## config.mk

```make
export PLATFORM = sky130hd
export DESIGN_NAME = bvs_ctrl
export DESIGN_NICKNAME = d
export VERILOG_FILES = /design/src/bvs_pkg.sv /design/src/bvs_ctrl.sv
export VERILOG_INCLUDE_DIRS = /design/src
export SDC_FILE = /design/constraint.sdc
export NUM_CORES = 1
export LEC_CHECK = 0
export BUFFER_PORTS_ARGS = -buffer_cell sky130_fd_sc_hd__buf_2
export CORE_MARGIN = 2
export CORE_UTILIZATION = 50
export DETAILED_ROUTE_END_ITERATION = 6
export PLACE_DENSITY = 0.63
export SYNTH_ARGS = -nofsm -noshare
export SYNTH_HDL_FRONTEND = slang
export SYNTH_SLANG_ARGS = --single-unit
```

## constraint.sdc

```tcl
create_clock -name clk -period 11 [get_ports clk]
set_clock_uncertainty 0.2 [all_clocks]
set_input_delay 3.3 -clock clk [delete_from_list [all_inputs] [get_ports clk]]
set_output_delay 3.3 -clock clk [all_outputs]
set_load 0.03 [all_outputs]
```

## src/bvs_params.svh

```systemverilog
// Offsets, field positions, reset values and timing for the voltage control.
// Assumes a 250 MHz core clock; included by the control, the I2C host and the bench.
`ifndef BVS_PARAMS_SVH
`define BVS_PARAMS_SVH

// ---------------------------------------------------------------
// Register offsets
// ---------------------------------------------------------------
`define BVS_OFF_RESTORE_CFG 8'h25
`define BVS_OFF_IRQ_CFG_A 8'h33
`define BVS_OFF_IRQ_CFG_B 8'h34
`define BVS_OFF_IRQ_CFG_C 8'h35
`define BVS_OFF_V0 8'h48
`define BVS_OFF_MODE0 8'h49
`define BVS_OFF_V1 8'h4a
`define BVS_OFF_MODE1 8'h4b
`define BVS_OFF_SEL 8'h52
`define BVS_OFF_SLEW 8'h54

// ---------------------------------------------------------------
// Field positions
// ---------------------------------------------------------------
`define BVS_RST_DBNC_MSB 2
`define BVS_RST_CONV1_EN 3
`define BVS_MODE_FORCED_CONTINUOUS 5
`define BVS_MODE_ENABLE 0
`define BVS_SEL_POL 2
`define BVS_SEL_SW0 2'b00
`define BVS_SEL_SW1 2'b01
`define BVS_SEL_PIN 2'b10

// ---------------------------------------------------------------
// Reset and factory values
// ---------------------------------------------------------------
`define BVS_RESTORE_CFG_RST 8'h00
`define BVS_IRQ_CFG_RST 8'h00
`define BVS_V0_DEF 8'h64
`define BVS_V1_DEF 8'h64
`define BVS_MODE_DEF 8'h01
`define BVS_SEL_DEF 8'h00
`define BVS_SLEW_DEF 8'h00

// ---------------------------------------------------------------
// Timing
// ---------------------------------------------------------------
`define BVS_CLK_MHZ 250
`define BVS_DBNC_TIME_US 100
`define BVS_PWM_HOLD_US 200
`define BVS_MIN_OFF_NS 100
`define BVS_MIN_OFF_CYC ((`BVS_MIN_OFF_NS * `BVS_CLK_MHZ) / 1000)
`define BVS_ON_CYC 20
`define BVS_SLEW_BASE_CYC 16'd250
`define BVS_I2C_ADDR 7'h2a

`endif

```

## src/bvs_pkg.sv

```systemverilog
// Types shared by the voltage select and slew control.
// Assumes bvs_params.svh is on the include path.
package bvs_pkg;
	typedef enum {I_IDLE, I_ADDR, I_AACK, I_REG, I_RACK, I_WR, I_WACK,
		I_RD, I_MACK} bvs_i2c_t;
	typedef enum {S_OFF, S_HIGH, S_LOW} bvs_sw_t;
	typedef struct packed {
		bvs_i2c_t i2c;
		logic [3:0] bitcnt;
		logic [7:0] shreg;
		logic [7:0] ptr;
		logic rnw;
		logic scl_p;
		logic sda_p;
		logic sda_oe;
		logic [7:0] rcfg;
		logic [7:0] irqa;
		logic [7:0] irqb;
		logic [7:0] irqc;
		logic [7:0] v0;
		logic [7:0] m0;
		logic [7:0] v1;
		logic [7:0] m1;
		logic [7:0] sel;
		logic [7:0] slew;
		logic [17:0] dcnt;
		logic rdone;
		logic [7:0] vref;
		logic [15:0] scnt;
		logic [15:0] hold;
		logic fpwm;
		logic conv_on;
		bvs_sw_t sw;
		logic [7:0] swcnt;
		logic hs;
		logic ls;
	} bvs_state_t;
endpackage

```

## src/bvs_ctrl.sv

```systemverilog
// Voltage setting select, slew stepping, restore-default and switch timing.
// Assumes synchronous pin inputs; SDA resolved outside from sda_oe.
`timescale 1ns/10ps
`include "bvs_params.svh"

// Notes on behaviour
// - Restore pin low restores voltages and enables
// - Restore acts after debounce, at least 100us
// - Restore configuration reads zero after reset
// - Enable high runs, low shuts down
// - Two 8-bit voltage settings per converter
// - Setting zero at conv1_setting_zero_voltage, one at conv1_setting_one_voltage
// - Select 00 picks zero, 01 picks one
// - Select 10 follows the select pin
// - Polarity bit inverts pin to setting mapping
// - Up and down slew from slew fields
// - Slew applies to rewrites and switches
// - Forced PWM during ramp plus 200us
// - One-shot high side, then low side
// - New on-time after off, current, ramp
// - Debounce code 000 is shortest
// - Mode bit five selects forced continuous
module bvs_ctrl #(
	parameter int DBNC_CYC = `BVS_DBNC_TIME_US * `BVS_CLK_MHZ,
	parameter int PWM_HOLD_CYC = `BVS_PWM_HOLD_US * `BVS_CLK_MHZ
) (
	input wire logic clk,
	input wire logic reset,
	input wire logic master_enable,
	input wire logic restore_default_n,
	input wire logic setting_select_pin,
	input wire logic scl,
	input wire logic sda_in,
	output logic sda_out,
	output logic sda_oe,
	input wire logic current_below_limit,
	input wire logic ramp_below_error,
	output logic high_side_switch,
	output logic low_side_switch,
	output logic [7:0] vref_code,
	output logic forced_pwm,
	output logic conv_on
);
	import bvs_pkg::*;
	bvs_state_t q;
	bvs_state_t d;
	logic rst_w;
	logic [7:0] target;
	logic [7:0] amode;
	logic use_one;
	logic [15:0] interval;
	logic [17:0] dthr;
	logic start_c;
	logic stop_c;
	logic rise_c;
	logic fall_c;
	// Shutdown returns all digital state to its reset values, like the reset
	assign rst_w = reset | ~master_enable;
	// ---------------------------------------------------------------
	// Register read mux
	// ---------------------------------------------------------------
	function automatic logic [7:0] rd_reg(input logic [7:0] a,
		input bvs_state_t s);
		case (a)
			`BVS_OFF_RESTORE_CFG: rd_reg = s.rcfg;
			`BVS_OFF_IRQ_CFG_A: rd_reg = s.irqa;
			`BVS_OFF_IRQ_CFG_B: rd_reg = s.irqb;
			`BVS_OFF_IRQ_CFG_C: rd_reg = s.irqc;
			`BVS_OFF_V0: rd_reg = s.v0;
			`BVS_OFF_MODE0: rd_reg = s.m0;
			`BVS_OFF_V1: rd_reg = s.v1;
			`BVS_OFF_MODE1: rd_reg = s.m1;
			`BVS_OFF_SEL: rd_reg = s.sel;
			`BVS_OFF_SLEW: rd_reg = s.slew;
			default: rd_reg = 8'h00;
		endcase
	endfunction
	// ---------------------------------------------------------------
	// Setting selection and slew interval
	// ---------------------------------------------------------------
	always_comb begin
		// One flag picks both voltage and mode, even if values match
		case (q.sel[1:0])
			`BVS_SEL_SW0: use_one = 1'b0;
			`BVS_SEL_SW1: use_one = 1'b1;
			// Pin only consulted in this mode
			`BVS_SEL_PIN: use_one = ~(setting_select_pin ^
				q.sel[`BVS_SEL_POL]);
			default: use_one = 1'b0;
		endcase
		target = use_one ? q.v1 : q.v0;
		amode = use_one ? q.m1 : q.m0;
		if (target > q.vref)
			interval = `BVS_SLEW_BASE_CYC << q.slew[6:4];
		else
			interval = `BVS_SLEW_BASE_CYC << q.slew[2:0];
		// Code 000 gives the base 100us, larger codes multiply it
		dthr = 18'(DBNC_CYC * (int'(q.rcfg[`BVS_RST_DBNC_MSB:0]) + 1));
	end
	assign start_c = scl & q.scl_p & q.sda_p & ~sda_in;
	assign stop_c = scl & q.scl_p & ~q.sda_p & sda_in;
	assign rise_c = scl & ~q.scl_p;
	assign fall_c = ~scl & q.scl_p;
	// ---------------------------------------------------------------
	// Next state
	// ---------------------------------------------------------------
	always_comb begin
		d = q;
		d.scl_p = scl;
		d.sda_p = sda_in;
		// I2C slave: register pointer then data, auto-increment
		if (start_c) begin
			d.i2c = I_ADDR;
			d.bitcnt = 4'h0;
			d.sda_oe = 1'b0;
		end else if (stop_c) begin
			d.i2c = I_IDLE;
			d.sda_oe = 1'b0;
		end else if (rise_c) begin
			case (q.i2c)
				I_ADDR, I_REG, I_WR: begin
					d.shreg = {q.shreg[6:0], sda_in};
					d.bitcnt = q.bitcnt + 4'h1;
				end
				I_MACK:
					if (sda_in)
						d.i2c = I_IDLE;
				default: d.bitcnt = q.bitcnt;
			endcase
		end else if (fall_c) begin
			case (q.i2c)
				I_ADDR: begin
					if (q.bitcnt == 4'h8) begin
						d.bitcnt = 4'h0;
						if (q.shreg[7:1] == `BVS_I2C_ADDR) begin
							d.rnw = q.shreg[0];
							d.sda_oe = 1'b1;
							d.i2c = I_AACK;
						end else begin
							d.i2c = I_IDLE;
						end
					end
				end
				I_REG: begin
					if (q.bitcnt == 4'h8) begin
						d.bitcnt = 4'h0;
						d.ptr = q.shreg;
						d.sda_oe = 1'b1;
						d.i2c = I_RACK;
					end
				end
				I_WR: begin
					if (q.bitcnt == 4'h8) begin
						d.bitcnt = 4'h0;
						d.ptr = q.ptr + 8'h01;
						d.sda_oe = 1'b1;
						d.i2c = I_WACK;
						case (q.ptr)
							`BVS_OFF_RESTORE_CFG: d.rcfg = q.shreg;
							`BVS_OFF_IRQ_CFG_A: d.irqa = q.shreg;
							`BVS_OFF_IRQ_CFG_B: d.irqb = q.shreg;
							`BVS_OFF_IRQ_CFG_C: d.irqc = q.shreg;
							`BVS_OFF_V0: d.v0 = q.shreg;
							`BVS_OFF_MODE0: d.m0 = q.shreg;
							`BVS_OFF_V1: d.v1 = q.shreg;
							`BVS_OFF_MODE1: d.m1 = q.shreg;
							`BVS_OFF_SEL: d.sel = q.shreg;
							`BVS_OFF_SLEW: d.slew = q.shreg;
							default: d.ptr = q.ptr + 8'h01;
						endcase
					end
				end
				I_AACK: begin
					if (q.rnw) begin
						d.shreg = rd_reg(q.ptr, q);
						d.sda_oe = ~d.shreg[7];
						d.i2c = I_RD;
					end else begin
						d.sda_oe = 1'b0;
						d.i2c = I_REG;
					end
				end
				I_RACK, I_WACK: begin
					d.sda_oe = 1'b0;
					d.i2c = I_WR;
				end
				I_RD: begin
					d.bitcnt = q.bitcnt + 4'h1;
					d.shreg = {q.shreg[6:0], 1'b0};
					d.sda_oe = ~q.shreg[6];
					if (q.bitcnt == 4'h7) begin
						d.bitcnt = 4'h0;
						d.sda_oe = 1'b0;
						d.i2c = I_MACK;
					end
				end
				I_MACK: begin
					d.ptr = q.ptr + 8'h01;
					d.shreg = rd_reg(q.ptr + 8'h01, q);
					d.sda_oe = ~d.shreg[7];
					d.i2c = I_RD;
				end
				default: d.i2c = I_IDLE;
			endcase
		end
		// Restore-default pin, debounced; acts once per low period
		if (restore_default_n) begin
			d.dcnt = 18'h0;
			d.rdone = 1'b0;
		end else if (!q.rdone) begin
			d.dcnt = q.dcnt + 18'h1;
			if (d.dcnt >= dthr) begin
				d.rdone = 1'b1;
				if (q.rcfg[`BVS_RST_CONV1_EN]) begin
					d.v0 = `BVS_V0_DEF;
					d.v1 = `BVS_V1_DEF;
					d.m0[`BVS_MODE_ENABLE] = 1'(`BVS_MODE_DEF >> `BVS_MODE_ENABLE);
					d.m1[`BVS_MODE_ENABLE] = 1'(`BVS_MODE_DEF >> `BVS_MODE_ENABLE);
					d.sel = `BVS_SEL_DEF;
				end
			end
		end
		// Reference stepping; interval restarts on each step
		if (q.vref != target) begin
			d.scnt = q.scnt + 16'h1;
			if (q.scnt >= interval - 16'h1) begin
				d.scnt = 16'h0;
				d.vref = (target > q.vref) ? q.vref + 8'h01 :
					q.vref - 8'h01;
			end
			d.hold = 16'(PWM_HOLD_CYC);
		end else begin
			d.scnt = 16'h0;
			if (q.hold != 16'h0)
				d.hold = q.hold - 16'h1;
		end
		d.fpwm = (q.vref != target) || (q.hold != 16'h0) ||
			amode[`BVS_MODE_FORCED_CONTINUOUS];
		d.conv_on = amode[`BVS_MODE_ENABLE];
		// Switch timing: one-shot on, then low side until retrigger
		case (q.sw)
			S_OFF: begin
				d.hs = 1'b0;
				d.ls = 1'b0;
				d.swcnt = 8'h0;
				if (q.conv_on)
					d.sw = S_LOW;
			end
			S_HIGH: begin
				d.swcnt = q.swcnt + 8'h1;
				if (q.swcnt >= 8'(`BVS_ON_CYC - 1)) begin
					d.hs = 1'b0;
					d.ls = 1'b1;
					d.swcnt = 8'h0;
					d.sw = S_LOW;
				end
			end
			S_LOW: begin
				if (q.swcnt < 8'(`BVS_MIN_OFF_CYC))
					d.swcnt = q.swcnt + 8'h1;
				if (!q.conv_on)
					d.sw = S_OFF;
				else if (q.swcnt >= 8'(`BVS_MIN_OFF_CYC) &&
					current_below_limit && ramp_below_error) begin
					d.hs = 1'b1;
					d.ls = 1'b0;
					d.swcnt = 8'h0;
					d.sw = S_HIGH;
				end
			end
			default: d.sw = S_OFF;
		endcase
		if (rst_w) begin
			// Zero is the idle code of both machines
			d = '0;
			d.scl_p = 1'b1;
			d.sda_p = 1'b1;
			d.rcfg = `BVS_RESTORE_CFG_RST;
			d.irqa = `BVS_IRQ_CFG_RST;
			d.irqb = `BVS_IRQ_CFG_RST;
			d.irqc = `BVS_IRQ_CFG_RST;
			d.v0 = `BVS_V0_DEF;
			d.v1 = `BVS_V1_DEF;
			d.m0 = `BVS_MODE_DEF;
			d.m1 = `BVS_MODE_DEF;
			d.sel = `BVS_SEL_DEF;
			d.slew = `BVS_SLEW_DEF;
			d.vref = `BVS_V0_DEF;
		end
	end

	always_ff @(posedge clk) begin
		q <= d;
	end
	assign sda_out = 1'b0;
	assign sda_oe = q.sda_oe;
	assign high_side_switch = q.hs;
	assign low_side_switch = q.ls;
	assign vref_code = q.vref;
	assign forced_pwm = q.fpwm;
	assign conv_on = q.conv_on;
endmodule // bvs_ctrl

```

==> flow_summary.toml, run 1 <==
[run_status]
status = "complete, no violations"

[power]
ir_drop_mv = 0.156
total_power_uw = 1590
power_density_nw_per_um2 = 126
leakage_uw = 0.00449

[timing]
finalCritPeriodShare = 0.818
fmax_mhz = 111
setup_violations = 0
relSlewSlack = 0.293
setup_slack_ns = 2.00
tightest_slew_ns = 1.06
hold_ws_ns = 0.231
slew_violations = 0
setup_tns_ns = 0
rsz0062_at_grt = "false"
finalHoldViolations = 0
min_period_ns = 9.00

[logic_synthesis]
synthesis.instances = 1537
ys_warn_count = 0
yosys.area.top_type = "dfxtp_1"
synthSimpleGateAreaFrac = 0.251
synthFlopType = "dfxtp_1"
synthMuxAreaShare = 0.0232
synth_compound_area_frac = 0.211
synth_edf_count = 0
async_flop_share = 0
ys_ff_latch = 181
syn_area_um2 = 11800
synth_seq_area_share = 0.307
avgSynthCellArea_um2 = 7.68
yosys.area_share.adder = 0.0956
synth_top_family_by_area = "simple AND/OR/NAND/NOR gates"
syn_nets = 1635
synthXorXnorAreaFrac = 0.0594
synth_area_leaders = "dfxtp_1 (31%), ha_1 (9.2%), nand2_1 (7.8%)"
synth_top_area_share = 0.307
synth.distinct_cells = 82

[setup_path]
path_max_fanout = 16
crit_slowest_cell = "nor2_1"
r2r-start = "q[111]"
crit_start = "setting_select_pin"
crit_arrival_ns = 9.17
cp_cell_sequence = "buf_2 -> xnor2_1 -> a21oi_1 -> nor2_1 -> mux2_2 -> ha_1 -> nor2b_1 -> o21a_1 -> o21a_1 -> o21bai_1 -> a21oi_1 -> mux2_2 -> inv_1 -> nand3_1 -> ha_1 -> ha_1 -> a21o_1 -> a211oi_1 -> o21ai_1 -> a21oi_1 -> nand2b_1 -> or4b_1 -> nor2_1"
reg2reg_to = "q[70]"
cpPeakStageDelay_ns = 0.78
crit_type = "in -> reg"
reg2reg_slack_ns = 4.36
startpoint_type = "input pin"
reg2regPathDepth = 22
critPathCaptureType = "flop"
critPathRequiredTime_ns = 11.18

[route]
viasPerCell = 5.99
post_drt_wl_per_cell_um = 18.0
drcViolationCount = 0
drt_iter0_markers = 1028
wl_um = 32900
ant_nets = 0
dr.pass1.iters = 6
vias = 10964

[global_routing]
antenna_found_initial = 0
grt_pass1_vias = 9986
grt_max_degree = 61
grt_pass1_wl_um = 53100
grt_overflow = 0
grt_use_total = 0.270

[clock_network]
cts.sinks = 181
clock_latency_ns = 0.44
clkTransAtPathRegs_ns = 0.08
htreeDepth = 4
cts_tree = "yes"
cts_resized = 0
cts_buffers = 17
root_buffer = "clkbuf_16"
hold_buffers = 0
post_cts_buffers = 0
cts_buffer_depth = 2

[placement]
dpl.hpwl_um = 23500
place_area_um2 = 12000
numPortBuffers = 21
pre_cts_slack_ns = 1.54
place_congestion = 0.995

[worst_hold_path]
holdPathEnd = "q[9]"
min-delay-start = "q[9]"
hp-class = "reg -> reg"
min_path_cells = 2

[floorplan]
io_pins = 23
rows = 56
dieArea_um2 = 24900
fp.coreArea_um2 = 23300
die_h_um = 158
initial_utilization = 0.506
die_x_um = 158

[final_layout]
drive_gt1_frac = 0.0635
nNetsFinal = 1597
area_growth_pct = 6.76
fillers = 2269
insertedDiodeCount = 0
final_area_um2 = 12600

[job]
cap_violations = 0
## worst max-delay path by stage
stage	endpoint	slack, ns	cells after the start
floorplan	q[67]	2.43	24
global placement	q[75]	1.83	23
detailed placement	q[70]	1.54	23
CTS	q[70]	2.00	23
global route	q[70]	1.66	23
finish	q[70]	2.00	23
## per-layer routing
metal | vias to the layer above | global-route usage | part of all wire
met4 | 0 | 0.0974 | 0.029
met5 | - | 0 | 0
met1 | 5127 | 0.368 | 0.46
li1 | 5385 | - | -
met2 | 388 | 0.428 | 0.44
met3 | 64 | 0.0504 | 0.069
## cells in the final DEF (no fill, tap or decap), drive strengths merged, types with 32 or more instances in the layout
cell type / synthesis / layout
a21oi: 160 / 160
xnor2: 45 / 45
nand2: 244 / 244
a22oi: 33 / 33
xor2: 35 / 35
nand3: 46 / 46
o21ai: 46 / 46
inv: 60 / 67
nor2: 141 / 141
dfxtp: 181 / 181
buf: 34 / 32
ha: 87 / 87
nor3: 46 / 46
## cell usage after synthesis, types with 9 or more instances
cell / n
buf_4: 9
nor2b_1: 19
clkbuf_1: 55
xor2_1: 35
ha_1: 87
a31oi_1: 18
and3_1: 10
xnor2_1: 45
nand4_1: 26
o21ai_0: 44
nand3_1: 46
buf_2: 13
nand3b_1: 9
a221oi_1: 18
a21oi_1: 160
dfxtp_1: 181
a22oi_1: 33
nor3_1: 44
inv_1: 60
buf_1: 11
a211oi_1: 10
nor2_1: 140
nand2b_1: 14
a211o_1: 10
mux2_2: 11
a21o_1: 19
nand2_1: 244
or3_1: 13
nor4_1: 14
mux2i_1: 15
a22o_1: 17
## stage by stage
step / utilization / instances
2_1_floorplan: - / 1537
3_3_place_gp: 0.515 / 1799
3_5_place_dp: 0.515 / 1799
4_1_cts: 0.540 / 1831
5_1_grt: 0.540 / 1831
6_report: 0.540 / 1831
## state kept, by name (all words and copies together), names as in the netlist
register / cells
q: 168
vref_code: 8
conv_on: 1
forced_pwm: 1
high_side_switch: 1
low_side_switch: 1
sda_oe: 1
## logic make-up after synthesis
logic type	Yosys count
buffers and inverters	149
AND/OR/NAND/NOR	622
flip-flops	181
adder cells (fa/ha/maj)	89
XOR/XNOR	80
other	2
multiplexers	26
AO/OA/AOI/OAI	388
## critical path, delay by kind of cell
family,cells,cell delay [ns]
AOI/OAI and AO/OA,9,1.57
muxes,2,0.89
adders and majority gates,3,0.87
and+or+nand+nor,6,2.12
buffers and inverters,2,0.28
xor gates and xnor gates,1,0.13
## where the power goes
group / internal [µW] / switching [µW] / leakage [µW]
clock network: 307 / 307 / 0.000291
logic: 126 / 145 / 0.00274
registers: 681 / 24.5 / 0.00146
## area by class of cell
class,count,area [µm²],share of cell area
Clock buffer,18,429,0.0341
Multi-Input combinational cell,1207,7570,0.601
Clock inverter,14,166,0.0132
Inverter,60,225,0.0179
Timing Repair Buffer,32,188,0.0149
Tap cell,319,399,0.0317
Sequential cell,181,3620,0.288
No activity file was read; power rests on OpenSTA's default activity.
==> run 2: changes to the inputs <==
- ABC_AREA: not set -> 1
- PLACE_DENSITY: 0.63 -> 0.65
- clock period: 11 -> 8.2 ns (I/O delays scaled with it)
==> flow_summary.toml, run 2 <==
[run_status]
status = "complete, no violations"

[logic_synthesis]
synth_top_area_share = 0.308
yosysMostFrequentCell = "nand2_1"
synth_edf_count = 0
yosys.area.top_type = "dfxtp_1"
synthesis.instances = 1727
syn_area_um2 = 11800
avgSynthCellArea_um2 = 6.81
synth.distinct_cells = 55
async_flop_share = 0
synth_area_leaders = "dfxtp_1 (31%), ha_1 (9.3%), a21oi_1 (8.7%)"
synth_seq_area_share = 0.308
synthFlopType = "dfxtp_1"
syn_nets = 1825
ys_ff_latch = 181
synth_common_cells = "nand2_1 (264), inv_1 (244), a21oi_1 (204)"
ys_warn_count = 0

[floorplan]
dieArea_um2 = 24800
die_h_um = 157
initial_utilization = 0.506
rows = 56
fp.coreArea_um2 = 23300
io_pins = 23
die_x_um = 157

[final_layout]
insertedDiodeCount = 0
layout_commonest_cell = "nand2_1"
nNetsFinal = 1813
area_growth_pct = 6.95
largest_reg_flops = 168
drive_gt1_frac = 0.0694
fin_cells = 2047
largest-register = "q"
final_cell_mix = "nand2_1 (264), inv_1 (244), a21oi_1 (204)"

[route]
viasPerCell = 5.54
post_drt_wl_per_cell_um = 16.1
dr.pass1.iters = 6
vias = 11331
drcViolationCount = 0
drt_iter0_markers = 909
wl_um = 33000
ant_nets = 0

[job]
cap_violations = 0

[timing]
relSlewSlack = 0.423
finalCritPeriodShare = 0.898
finalHoldViolations = 0
setup_violations = 0
min_period_ns = 7.37
setup_tns_ns = 0
rsz0062_at_grt = "false"
tightest_slew_ns = 0.865
slew_violations = 0
fmax_mhz = 136

[global_routing]
grt_pass1_vias = 10202
antenna_found_initial = 0
grt_pass1_wl_um = 52700
grt_use_total = 0.270
grt_max_degree = 49
grt_overflow = 0

[setup_path]
path_max_fanout = 18
cpMostUsedCell = "nand2_1"
reg2reg_to = "q[64]"
critPathCaptureType = "flop"
cpPeakStageDelay_ns = 0.55
reg2regPathDepth = 31
crit_type = "in -> reg"
crit_end = "q[64]"
critPathRequiredTime_ns = 8.39
crit_start = "setting_select_pin"
r2r-start = "q[112]"
reg2reg_slack_ns = 2.52
crit_arrival_ns = 7.56
crit_slowest_cell = "nand4_1"
startpoint_type = "input pin"

[placement]
place_inst = 2015
place_congestion = 0.990
numPortBuffers = 21
dpl.hpwl_um = 24500

[clock_network]
post_cts_buffers = 0
cts_buffer_depth = 2
cts_tree = "yes"
root_buffer = "clkbuf_16"
cts_buffers = 17
cts_resized = 0
cts.sinks = 181
clock_latency_ns = 0.45
hold_buffers = 0
htreeDepth = 4
clkTransAtPathRegs_ns = 0.08

[worst_hold_path]
hp-class = "reg -> reg"

[power]
ir_drop_mv = 0.144
power_density_nw_per_um2 = 159
leakage_uw = 0.00519
## run 2: layout make-up
cell class,count,area [µm²]
flip-flops and latches,181,3620
clock buffers,19,453
clock inverters,13,120
repair buffers,24,128
well taps,319,399
inverters,263,988
multi-input cells,1228,6870
fillers,2312,10700
## run 2: cells by family after synthesis
kind of cell / share of synthesized area
and+or+nand+nor: 0.250
AOI/OAI and AO/OA: 0.210
buffers and inverters: 0.108
DFF: 0.308
adders and majority gates: 0.0960
xor gates and xnor gates: 0.0274
other: 0.000639
## run 2: worst min path at each step
| stage | cells past startpoint | to | from | slack [ns] |
|---|---|---|---|---|
| 3_5_place_dp | 2 | q[146] | q[146] | 0.26 |
| 5_1_grt | 2 | q[117] | q[117] | 0.28 |
| 3_3_place_gp | 2 | q[147] | q[147] | 0.25 |
| 6_report | 2 | low_side_switch | low_side_switch | 0.26 |
| 4_1_cts | 2 | q[118] | q[118] | 0.27 |
| 2_1_floorplan | 1 | q[60] | q[60] | 0.23 |
## run 2: worst max-delay path, delay by kind of cell
family | cells | cell delay [ns]
adder cells (fa/ha/maj) | 3 | 0.81
AND/OR/NAND/NOR | 12 | 2.08
XOR/XNOR | 2 | 0.34
AO/OA/AOI/OAI | 7 | 1.14
buffers and inverters | 6 | 0.69
## run 2: report_power, final
part           total, µW  internal, µW  switching (µW)
sequential           927           907            19.9
clock                803           414             389
combinational        269          81.6             187
## run 2: routing by layer
layer	vias up	share of wire	GRT usage
li1	5742	-	-
met4	0	0.026	0.0892
met5	-	0	0
met3	55	0.062	0.0402
met2	396	0.44	0.435
met1	5138	0.48	0.371
## run 2: stage by stage
step                      setup slack, ns  hold WS (ns)  power, µW  utilization  instance area (µm²)
after detailed placement            0.297         0.255       1210        0.516                12000
after CTS                           0.748         0.266       2010        0.541                12600
final                               0.834         0.264       2000        0.541                12600
after global routing                0.201         0.281       2090        0.541                12600
after floorplan                      1.26         0.230       1150            -                11800
after global placement              0.497         0.249       1210        0.516                12000
